**src/design/bfh_pkg.sv**
```systemverilog
// Package of constants and types for the buck fault hiccup sequencer.
package bfh_pkg;

  localparam int unsigned CLK_MHZ           = 250;
  localparam int unsigned HS_BLANK_NS       = 200;
  localparam int unsigned HS_BLANK_CYC      = (HS_BLANK_NS * CLK_MHZ) / 1000;
  localparam int unsigned LS_SAMPLE_NS      = 50;
  localparam int unsigned LS_SAMPLE_CYC     = (LS_SAMPLE_NS * CLK_MHZ + 999) / 1000;
  localparam int unsigned UV_FILTER_NS      = 7000;
  localparam int unsigned UV_FILTER_CYC     = (UV_FILTER_NS * CLK_MHZ + 999) / 1000;
  localparam int unsigned COOLDOWN_US10     = 55000;
  localparam int unsigned COOLDOWN_CYC      = (COOLDOWN_US10 * CLK_MHZ) / 10;
  localparam int unsigned SOFTSTART_US10    = 36000;
  localparam int unsigned SOFTSTART_CYC     = (SOFTSTART_US10 * CLK_MHZ) / 10;
  localparam int unsigned LS_TRIP_EVENTS    = 15;
  localparam int unsigned LS_CLEAR_CYCLES   = 32;

  localparam int unsigned REF_W             = 10;
  localparam int unsigned TMR_W             = 21;
  localparam int unsigned SHORT_W           = 11;
  localparam int unsigned CNT_W             = 6;

  localparam logic [REF_W-1:0] REF_ZERO     = 10'h000;
  localparam logic [REF_W-1:0] REF_FULL     = 10'h3FF;

  typedef enum logic [1:0] {
    BFH_RUN      = 2'b00,
    BFH_COOLDOWN = 2'b01,
    BFH_SOFTST   = 2'b10
  } bfh_state_t;

  // Lowest of three reference codes.
  function automatic logic [REF_W-1:0] bfh_min3(input logic [REF_W-1:0] a,
                                                input logic [REF_W-1:0] b,
                                                input logic [REF_W-1:0] c);
    logic [REF_W-1:0] m;
    m = (a < b) ? a : b;
    return (m < c) ? m : c;
  endfunction

endpackage

```
**src/design/bfh_lscount.sv**
```systemverilog
// Low-side current-limit event counter with consecutive clean-cycle clear.
`timescale 1ns/100ps
module bfh_lscount
  import bfh_pkg::*;
(
  input  wire logic clk_i,
  input  wire logic rst_n_i,
  input  wire logic sample_i,
  input  wire logic over_i,
  input  wire logic clear_i,
  output logic      trip_o
);
  logic [CNT_W-1:0] events;
  logic [CNT_W-1:0] clean;
  logic [CNT_W-1:0] next_events;
  logic [CNT_W-1:0] next_clean;

  always_comb begin
    next_events = events;
    next_clean  = clean;
    if (clear_i) begin
      next_events = '0;
      next_clean  = '0;
    end else if (sample_i) begin
      if (over_i) begin
        next_clean = '0;
        if (events < CNT_W'(LS_TRIP_EVENTS)) begin
          next_events = events + CNT_W'(1);
        end
      end else if (clean == CNT_W'(LS_CLEAR_CYCLES - 1)) begin
        next_clean  = '0;
        next_events = '0;
      end else begin
        next_clean = clean + CNT_W'(1);
      end
    end
  end

  always_ff @(posedge clk_i or negedge rst_n_i) begin
    if (!rst_n_i) begin
      events <= '0;
      clean  <= '0;
    end else begin
      events <= next_events;
      clean  <= next_clean;
    end
  end

  assign trip_o = (events == CNT_W'(LS_TRIP_EVENTS));
endmodule

```
**src/design/bfh_sequencer.sv**
```systemverilog
// Top of the buck fault hiccup sequencer: fault qualification, hiccup timing and reference.
// Operation
// - Ignore high-side overcurrent for 200 ns after every high-side turn-on.
// - Unblanked high-side overcurrent enters hiccup immediately, no cycle counting.
// - Under-voltage detector stays disarmed until soft-start ramp has ended.
// - Armed under-voltage must persist over 7 us before hiccup is entered.
// - Hiccup turns off both gate drives and starts a 5.5 ms cool-down.
// - After cool-down, run an internal soft-start ramp of 3.6 ms.
// - Fifteen over-limit low-side samples enter hiccup.
// - Low-side limit sampled once per switching cycle, early in the off time.
// - Thirty-two consecutive clean samples clear the low-side event counter.
// - Error-amplifier reference is the lowest of bandgap, external and internal ramps.
// - Hiccup leaves the external ramp alone; only lockout or shutdown resets it.
// - Hiccup entry loads cool-down timer and returns internal ramp to zero.
// - During any soft-start both current-limit detectors stay armed.
// - In low-side limit mode skip high-side pulse until valley reaches threshold.
// - Shutdown or lockout disables both gate drives and resets the external ramp.
// - Low-side current sample is taken 50 ns after low-side turn-on.
`timescale 1ns/100ps
module bfh_sequencer
  import bfh_pkg::*;
(
  input  wire logic             clk_i,
  input  wire logic             rst_n_i,
  input  wire logic             shutdown_i,
  input  wire logic             supply_lockout_i,
  input  wire logic             pwm_hs_req_i,
  input  wire logic             cycle_start_i,
  input  wire logic             hs_ocp_cmp_i,
  input  wire logic             ls_ocp_cmp_i,
  input  wire logic             output_undervoltage_fault_i,
  input  wire logic [REF_W-1:0] bandgap_ref_i,
  input  wire logic [REF_W-1:0] ext_ss_ref_i,
  output logic                  hs_gate_o,
  output logic                  ls_gate_o,
  output logic                  ext_ss_discharge_o,
  output logic [REF_W-1:0]      ea_ref_o,
  output logic                  hiccup_o,
  output logic                  soft_start_o
);

  // All external levels are asynchronous to clk_i.
  logic shdn_s;
  logic supply_lockout_s;
  logic pwm_s;
  logic cyc_s;
  logic hs_cmp_s;
  logic ls_cmp_s;
  logic uv_s;

  // Every single-bit pin reaches the logic two cycles after it changes; the reference buses are not synchronised.
  bfh_sync u_sync_shdn (
    .clk_i   (clk_i),
    .rst_n_i (rst_n_i),
    .d_i     (shutdown_i),
    .q_o     (shdn_s)
  );

  bfh_sync u_sync_supply_lockout (
    .clk_i   (clk_i),
    .rst_n_i (rst_n_i),
    .d_i     (supply_lockout_i),
    .q_o     (supply_lockout_s)
  );

  bfh_sync u_sync_pwm (
    .clk_i   (clk_i),
    .rst_n_i (rst_n_i),
    .d_i     (pwm_hs_req_i),
    .q_o     (pwm_s)
  );

  bfh_sync u_sync_cyc (
    .clk_i   (clk_i),
    .rst_n_i (rst_n_i),
    .d_i     (cycle_start_i),
    .q_o     (cyc_s)
  );

  bfh_sync u_sync_hs (
    .clk_i   (clk_i),
    .rst_n_i (rst_n_i),
    .d_i     (hs_ocp_cmp_i),
    .q_o     (hs_cmp_s)
  );

  bfh_sync u_sync_ls (
    .clk_i   (clk_i),
    .rst_n_i (rst_n_i),
    .d_i     (ls_ocp_cmp_i),
    .q_o     (ls_cmp_s)
  );

  bfh_sync u_sync_uv (
    .clk_i   (clk_i),
    .rst_n_i (rst_n_i),
    .d_i     (output_undervoltage_fault_i),
    .q_o     (uv_s)
  );

  logic off_all;
  assign off_all = shdn_s | supply_lockout_s;

  // Sequencer state and timers.
  bfh_state_t       state;
  bfh_state_t       next_state;
  logic [TMR_W-1:0] tmr;
  logic [TMR_W-1:0] next_tmr;
  logic [REF_W-1:0] int_ref;
  logic [REF_W-1:0] next_int_ref;
  logic             uv_armed;
  logic             next_uv_armed;

  // Switching-cycle gate timing.
  logic             hs_on;
  logic             next_hs_on;
  logic             ls_on;
  logic             next_ls_on;
  logic             cl_mode;
  logic             next_cl_mode;
  logic             cyc_d;
  logic             next_cyc_d;
  logic [SHORT_W-1:0] hs_blank;
  logic [SHORT_W-1:0] next_hs_blank;
  logic [SHORT_W-1:0] ls_dly;
  logic [SHORT_W-1:0] next_ls_dly;
  logic             ls_armed;
  logic             next_ls_armed;
  logic [SHORT_W-1:0] uv_cnt;
  logic [SHORT_W-1:0] next_uv_cnt;

  logic ls_sample;
  logic ls_trip;
  logic hs_trip;
  logic uv_trip;
  logic fault;
  logic cyc_rise;

  assign cyc_rise  = cyc_s & ~cyc_d;
  // Sample only once the low-side switch has settled past its turn-on ringing.
  assign ls_sample = ls_armed && ls_dly == SHORT_W'(LS_SAMPLE_CYC);
  assign hs_trip   = hs_on && hs_blank == '0 && hs_cmp_s;
  assign uv_trip   = uv_cnt == SHORT_W'(UV_FILTER_CYC);
  // Both current detectors remain live through soft-start; only the UV check waits.
  assign fault     = state != BFH_COOLDOWN && (hs_trip || ls_trip || uv_trip);

  bfh_lscount u_lscount (
    .clk_i    (clk_i),
    .rst_n_i  (rst_n_i),
    .sample_i (ls_sample),
    .over_i   (ls_cmp_s),
    .clear_i  (fault || off_all),
    .trip_o   (ls_trip)
  );

  // Hiccup state machine.
  always_comb begin
    next_state    = state;
    next_tmr      = tmr;
    next_int_ref  = int_ref;
    next_uv_armed = uv_armed;
    if (off_all) begin
      next_state    = BFH_RUN;
      next_tmr      = '0;
      next_int_ref  = REF_FULL;
      next_uv_armed = 1'b0;
    end else if (fault) begin
      next_state    = BFH_COOLDOWN;
      next_tmr      = TMR_W'(COOLDOWN_CYC - 1);
      next_int_ref  = REF_ZERO;
      next_uv_armed = 1'b0;
    end else begin
      case (state)
        BFH_RUN: begin
          // Arm UV once the external ramp has passed the bandgap.
          if (ext_ss_ref_i >= bandgap_ref_i) begin
            next_uv_armed = 1'b1;
          end
        end
        BFH_COOLDOWN: begin
          if (tmr == '0) begin
            next_state = BFH_SOFTST;
            next_tmr   = TMR_W'(SOFTSTART_CYC - 1);
          end else begin
            next_tmr = tmr - TMR_W'(1);
          end
        end
        BFH_SOFTST: begin
          next_int_ref = REF_W'(((SOFTSTART_CYC - 1 - tmr) * 1023) / (SOFTSTART_CYC - 1));
          if (tmr == '0) begin
            next_state    = BFH_RUN;
            next_int_ref  = REF_FULL;
            next_uv_armed = 1'b1;
          end else begin
            next_tmr = tmr - TMR_W'(1);
          end
        end
        default: next_state = BFH_RUN;
      endcase
    end
  end

  always_ff @(posedge clk_i or negedge rst_n_i) begin
    if (!rst_n_i) begin
      state    <= BFH_RUN;
      tmr      <= '0;
      int_ref  <= REF_FULL;
      uv_armed <= 1'b0;
    end else begin
      state    <= next_state;
      tmr      <= next_tmr;
      int_ref  <= next_int_ref;
      uv_armed <= next_uv_armed;
    end
  end

  // Gate drive and detector timing.
  always_comb begin
    next_cyc_d    = cyc_s;
    next_cl_mode  = cl_mode;
    next_hs_on    = hs_on;
    next_ls_on    = ls_on;
    next_hs_blank = (hs_blank != '0) ? hs_blank - SHORT_W'(1) : hs_blank;
    next_ls_dly   = ls_dly;
    next_ls_armed = ls_armed;
    next_uv_cnt   = '0;
    if (uv_armed && uv_s && !uv_trip) begin
      next_uv_cnt = uv_cnt + SHORT_W'(1);
    end
    if (ls_sample) begin
      next_ls_armed = 1'b0;
      next_cl_mode  = ls_cmp_s;
    end else if (ls_armed) begin
      next_ls_dly = ls_dly + SHORT_W'(1);
    end
    if (off_all || fault || state == BFH_COOLDOWN) begin
      next_hs_on    = 1'b0;
      next_ls_on    = 1'b0;
      next_ls_armed = 1'b0;
      next_uv_cnt   = '0;
    end else begin
      // Skip the on-pulse in limit mode; turn on once the valley reaches the threshold.
      // A new cycle is skipped while a valley sample is pending, so every off time is sampled once
      // and the current sensing keeps its minimum off time.
      if ((cyc_rise && !cl_mode && !ls_armed) ||
          (cl_mode && ls_on && !ls_cmp_s && !ls_sample)) begin
        next_hs_on    = 1'b1;
        next_cl_mode  = 1'b0;
        next_hs_blank = SHORT_W'(HS_BLANK_CYC);
        next_ls_on    = 1'b0;
        next_ls_armed = 1'b0;
      end else if (hs_on && (!pwm_s || cyc_rise)) begin
        next_hs_on    = 1'b0;
        next_ls_on    = 1'b1;
        next_ls_armed = 1'b1;
        next_ls_dly   = '0;
      end
    end
  end

  always_ff @(posedge clk_i or negedge rst_n_i) begin
    if (!rst_n_i) begin
      cyc_d    <= 1'b0;
      cl_mode  <= 1'b0;
      hs_on    <= 1'b0;
      ls_on    <= 1'b0;
      hs_blank <= '0;
      ls_dly   <= '0;
      ls_armed <= 1'b0;
      uv_cnt   <= '0;
    end else begin
      cyc_d    <= next_cyc_d;
      cl_mode  <= next_cl_mode;
      hs_on    <= next_hs_on;
      ls_on    <= next_ls_on;
      hs_blank <= next_hs_blank;
      ls_dly   <= next_ls_dly;
      ls_armed <= next_ls_armed;
      uv_cnt   <= next_uv_cnt;
    end
  end

  // Outputs; the reference is registered to keep the DAC code glitch free.
  logic [REF_W-1:0] next_ea_ref;
  assign next_ea_ref = bfh_min3(bandgap_ref_i, ext_ss_ref_i, int_ref);

  always_ff @(posedge clk_i or negedge rst_n_i) begin
    if (!rst_n_i) begin
      ea_ref_o <= REF_ZERO;
    end else begin
      ea_ref_o <= next_ea_ref;
    end
  end

  assign hs_gate_o          = hs_on;
  assign ls_gate_o          = ls_on;
  assign ext_ss_discharge_o = off_all;
  assign hiccup_o           = state == BFH_COOLDOWN;
  assign soft_start_o       = state == BFH_SOFTST;

endmodule

```
**src/design/bfh_sync.sv**
```systemverilog
// Two-flop synchroniser for asynchronous comparator and pin inputs.
`timescale 1ns/100ps
module bfh_sync
  import bfh_pkg::*;
(
  input  wire logic clk_i,
  input  wire logic rst_n_i,
  input  wire logic d_i,
  output logic      q_o
);
  logic meta;
  logic next_meta;
  logic next_q;

  always_comb begin
    next_meta = d_i;
    next_q    = meta;
  end

  always_ff @(posedge clk_i or negedge rst_n_i) begin
    if (!rst_n_i) begin
      meta <= 1'b0;
      q_o  <= 1'b0;
    end else begin
      meta <= next_meta;
      q_o  <= next_q;
    end
  end
endmodule

```
**config.mk**
```make
export PLATFORM = sky130hd
export DESIGN_NAME = bfh_sequencer
export DESIGN_NICKNAME = d
export VERILOG_FILES = /design/src/design/bfh_pkg.sv /design/src/design/bfh_lscount.sv /design/src/design/bfh_sequencer.sv /design/src/design/bfh_sync.sv
export SDC_FILE = /design/constraint.sdc
export NUM_CORES = 1
export LEC_CHECK = 0
export BUFFER_PORTS_ARGS = -buffer_cell sky130_fd_sc_hd__buf_4
export CORE_MARGIN = 4
export CORE_UTILIZATION = 45
export DETAILED_ROUTE_END_ITERATION = 12
export GPL_TIMING_DRIVEN = 0
export PLACE_DENSITY = 0.6
export SKIP_CTS_REPAIR_TIMING = 1
export SYNTH_ARGS = -nofsm -noshare
export SYNTH_HDL_FRONTEND = slang
export SYNTH_SLANG_ARGS = --single-unit
```
**constraint.sdc**
```tcl
create_clock -name clk_i -period 34 [get_ports clk_i]
set_clock_uncertainty 0.2 [all_clocks]
set_input_delay 6.8 -clock clk_i [delete_from_list [all_inputs] [get_ports clk_i]]
set_output_delay 6.8 -clock clk_i [all_outputs]
set_load 0.01 [all_outputs]
```
==> reports/metrics.cfg <==
[route]
drt_first_pass_iters = 6
vias = 20100
post-route-drc-count = 0
wl_um = 58200
drt_iter0_drc = 1493
viasPerCell = 5.89
final_antenna_net_count = 0
avgRoutedWirePerCell_um = 17.0

[sta]
setup_tns_ps = 0
finalHoldViolations = 0
slew_headroom_pct = 32.7
fin_crit_ps = 27160
finalSetupViolCount = 0
worst_pin_slew_ps = 1000
max_freq_ghz = 0.0368
maxSlewViolCount = 0
fin_crit_sh_pct = 79.9
rsz0062_at_grt = false
whs_ps = 151

[clock_network]
clkTransAtPathRegs_ps = 80
h-tree-depth = 3
clkLatencyLatePin_ps = 360
cts.sinks = 108
cts_buffers = 9
cts_tree = done
cts-root-buf = clkbuf_16
clk_path_buf_depth = 2

[layout]
num-nets-final = 3066
fillerInstances = 4673
drive_gt1_share_pct = 8.55
area_delta_synth_final_pct = 6.71

[die]
boundaryPins = 44
die_area_sq_um = 50800
dieHeight_um = 225
core_sq_um = 46700
die_x_um = 225
core.rowCount = 79
start_util_pct = 45.6

[synthesis]
ys_types = 129
synth-edff-count = 0
synthCells = 2746
syn_area_sq_um = 21300
yosysSeqAreaShare_pct = 12.8
synthesis.nets = 3010
syn_area_per_cell_sq_um = 7.75
ys_ff_latch = 108
yosysWarnings = 0
async_flop_share_pct = 100
ys.flop_type = dfrtp_1

[run]
max-cap-violations = 0

[worst_setup_path]
path_common_cell = nor2_1
r2r_end = int_ref[0]$_DFFE_PN1P_
cp_num_cells = 91
start_kind = flop
worst-path-buf-inv = 14
r2r-start = tmr[5]$_DFFE_PN0P_
r2r_cells = 91
r2r_slack_ps = 6840
end_kind = flop
crit_slowest_cell = o21ai_1
worstPathRequired_ps = 34060
worstSetupPathType = flop to flop
cp_max_fo = 10
crit_arrival_ps = 27230
cp_top_family = compound AO/OA/AOI/OAI gates
critPathMaxStageDelay_ps = 790

[global_routing]
grt_max_degree = 109
grt_usage_pct = 22.7
grt_pass1_wl_um = 98600
gr-total-overflow = 0
grt_antenna_before_repair = 0
grt_pass1_vias = 19600

[placement]
io_buffers = 43
detailed_place_hpwl_um = 48000
gp_congestion = 0.913

[worst_hold_path]
min_from = u_sync_cyc.meta$_DFF_PN0_
timing.hold.worst_path_depth = 0
holdCritPathClass = flop to flop
worstHoldEndpoint = u_sync_cyc.q_o$_DFF_PN0_

[outcome]
status = completed

synth_stat cells (12+ instances only):
cell | number | area [sq um]
o211ai_1 | 28 | 210
o21a_1 | 33 | 248
o22a_1 | 13 | 114
fa_1 | 134 | 2680
a21o_1 | 37 | 278
nand2b_1 | 32 | 200
inv_1 | 292 | 1100
a31oi_1 | 29 | 181
a21oi_1 | 175 | 876
dfrtp_1 | 98 | 2450
ha_1 | 101 | 1260
nand3_1 | 79 | 395
xnor2_2 | 12 | 195
o22ai_1 | 14 | 87.6
and3_1 | 31 | 194
clkbuf_1 | 57 | 214
or3_1 | 30 | 188
o21ai_1 | 38 | 190
nand4_1 | 23 | 144
nand2_1 | 247 | 927
a211oi_1 | 24 | 180
and2_1 | 31 | 194
nor2b_1 | 24 | 150
or2_2 | 21 | 131
xnor2_1 | 153 | 1340
nor4_1 | 15 | 93.8
nor3_1 | 80 | 400
xor2_1 | 75 | 657
mux2_2 | 21 | 236
o31ai_1 | 28 | 210
mux2i_1 | 32 | 320
o21ai_0 | 113 | 566
buf_2 | 20 | 100
nor2_1 | 258 | 968
routing by layer:
metal / global-route usage (%) / routed length [um] / vias to the layer above / part of all wire [%]
met5: 0 / 0 / - / 0
met2: 37.7 / 26800 / 472 / 46
met3: 1.12 / 2240 / 36 / 3.8
met1: 33.6 / 28600 / 9741 / 49
met4: 3.20 / 485 / 0 / 0.83
li1: - / - / 9878 / -
through the flow:
step           setup slack (ps)  instances  utilization (%)  cell area (sq um)
6_report                   6840       3415             48.7              22700
2_1_floorplan             11410       2746                -              21300
5_1_grt                    4370       3414             48.7              22700
3_5_place_dp               7150       3397             48.0              22400
4_1_cts                    6960       3413             48.6              22700
3_3_place_gp               6380       3396             47.9              22400
sequential cells by signal (all words and copies together) (netlist names), 2 cells and up:
name	cells
ea_ref_o	10
u_lscount.events	6
uv_cnt	11
int_ref	10
ls_dly	11
u_lscount.clean	6
state	2
tmr	21
hs_blank	11
layout make-up:
cell class / instances / area [sq um] / share of cell area (%)
diodes: 1 / 2.50 / 0.0110
inverters: 294 / 1100 / 4.86
multi-input cells: 2258 / 17100 / 75.2
clock buffers: 9 / 225 / 0.992
clock inverters: 7 / 68.8 / 0.303
plain buffers: 86 / 378 / 1.66
well taps: 607 / 759 / 3.35
repair buffers: 45 / 369 / 1.63
flip-flops and latches: 108 / 2720 / 12.0
how the worst max path moves through the flow:
| stage | startpoint | endpoint |
|---|---|---|
| floorplan | tmr[5]$_DFFE_PN0P_ | int_ref[0]$_DFFE_PN1P_ |
| global placement | tmr[5]$_DFFE_PN0P_ | int_ref[0]$_DFFE_PN1P_ |
| detailed placement | tmr[5]$_DFFE_PN0P_ | int_ref[0]$_DFFE_PN1P_ |
| CTS | tmr[5]$_DFFE_PN0P_ | int_ref[0]$_DFFE_PN1P_ |
| global route | tmr[5]$_DFFE_PN0P_ | int_ref[0]$_DFFE_PN1P_ |
| finish | tmr[5]$_DFFE_PN0P_ | int_ref[0]$_DFFE_PN1P_ |
cells by family after synthesis:
| kind of cell | Yosys count | synth area share, % |
|---|---|---|
| compound gates | 774 | 26.4 |
| xor+xnor | 243 | 10.5 |
| fa+ha+maj | 243 | 18.9 |
| buf+inv | 380 | 6.96 |
| flops | 108 | 12.8 |
| mux | 54 | 2.67 |
| simple gates | 944 | 21.7 |
cell usage in the layout (no fill, tap or decap), types with 30 or more instances in the layout:
cell type | netlist | final
a21o_1 | 37 | 37
a21oi_1 | 175 | 175
and2_1 | 31 | 31
and3_1 | 31 | 31
buf_4 | 4 | 46
clkbuf_1 | 57 | 57
dfrtp_1 | 98 | 98
fa_1 | 134 | 134
ha_1 | 101 | 101
inv_1 | 292 | 292
mux2i_1 | 32 | 32
nand2_1 | 247 | 247
nand2b_1 | 32 | 32
nand3_1 | 79 | 79
nor2_1 | 258 | 257
nor3_1 | 80 | 80
o21a_1 | 33 | 33
o21ai_0 | 113 | 113
o21ai_1 | 38 | 38
or3_1 | 30 | 30
xnor2_1 | 153 | 153
xor2_1 | 75 | 75
Power is left out: the tool's default activity adds up to more than one toggle a clock period on the data nets, which glitch-free logic cannot reach.
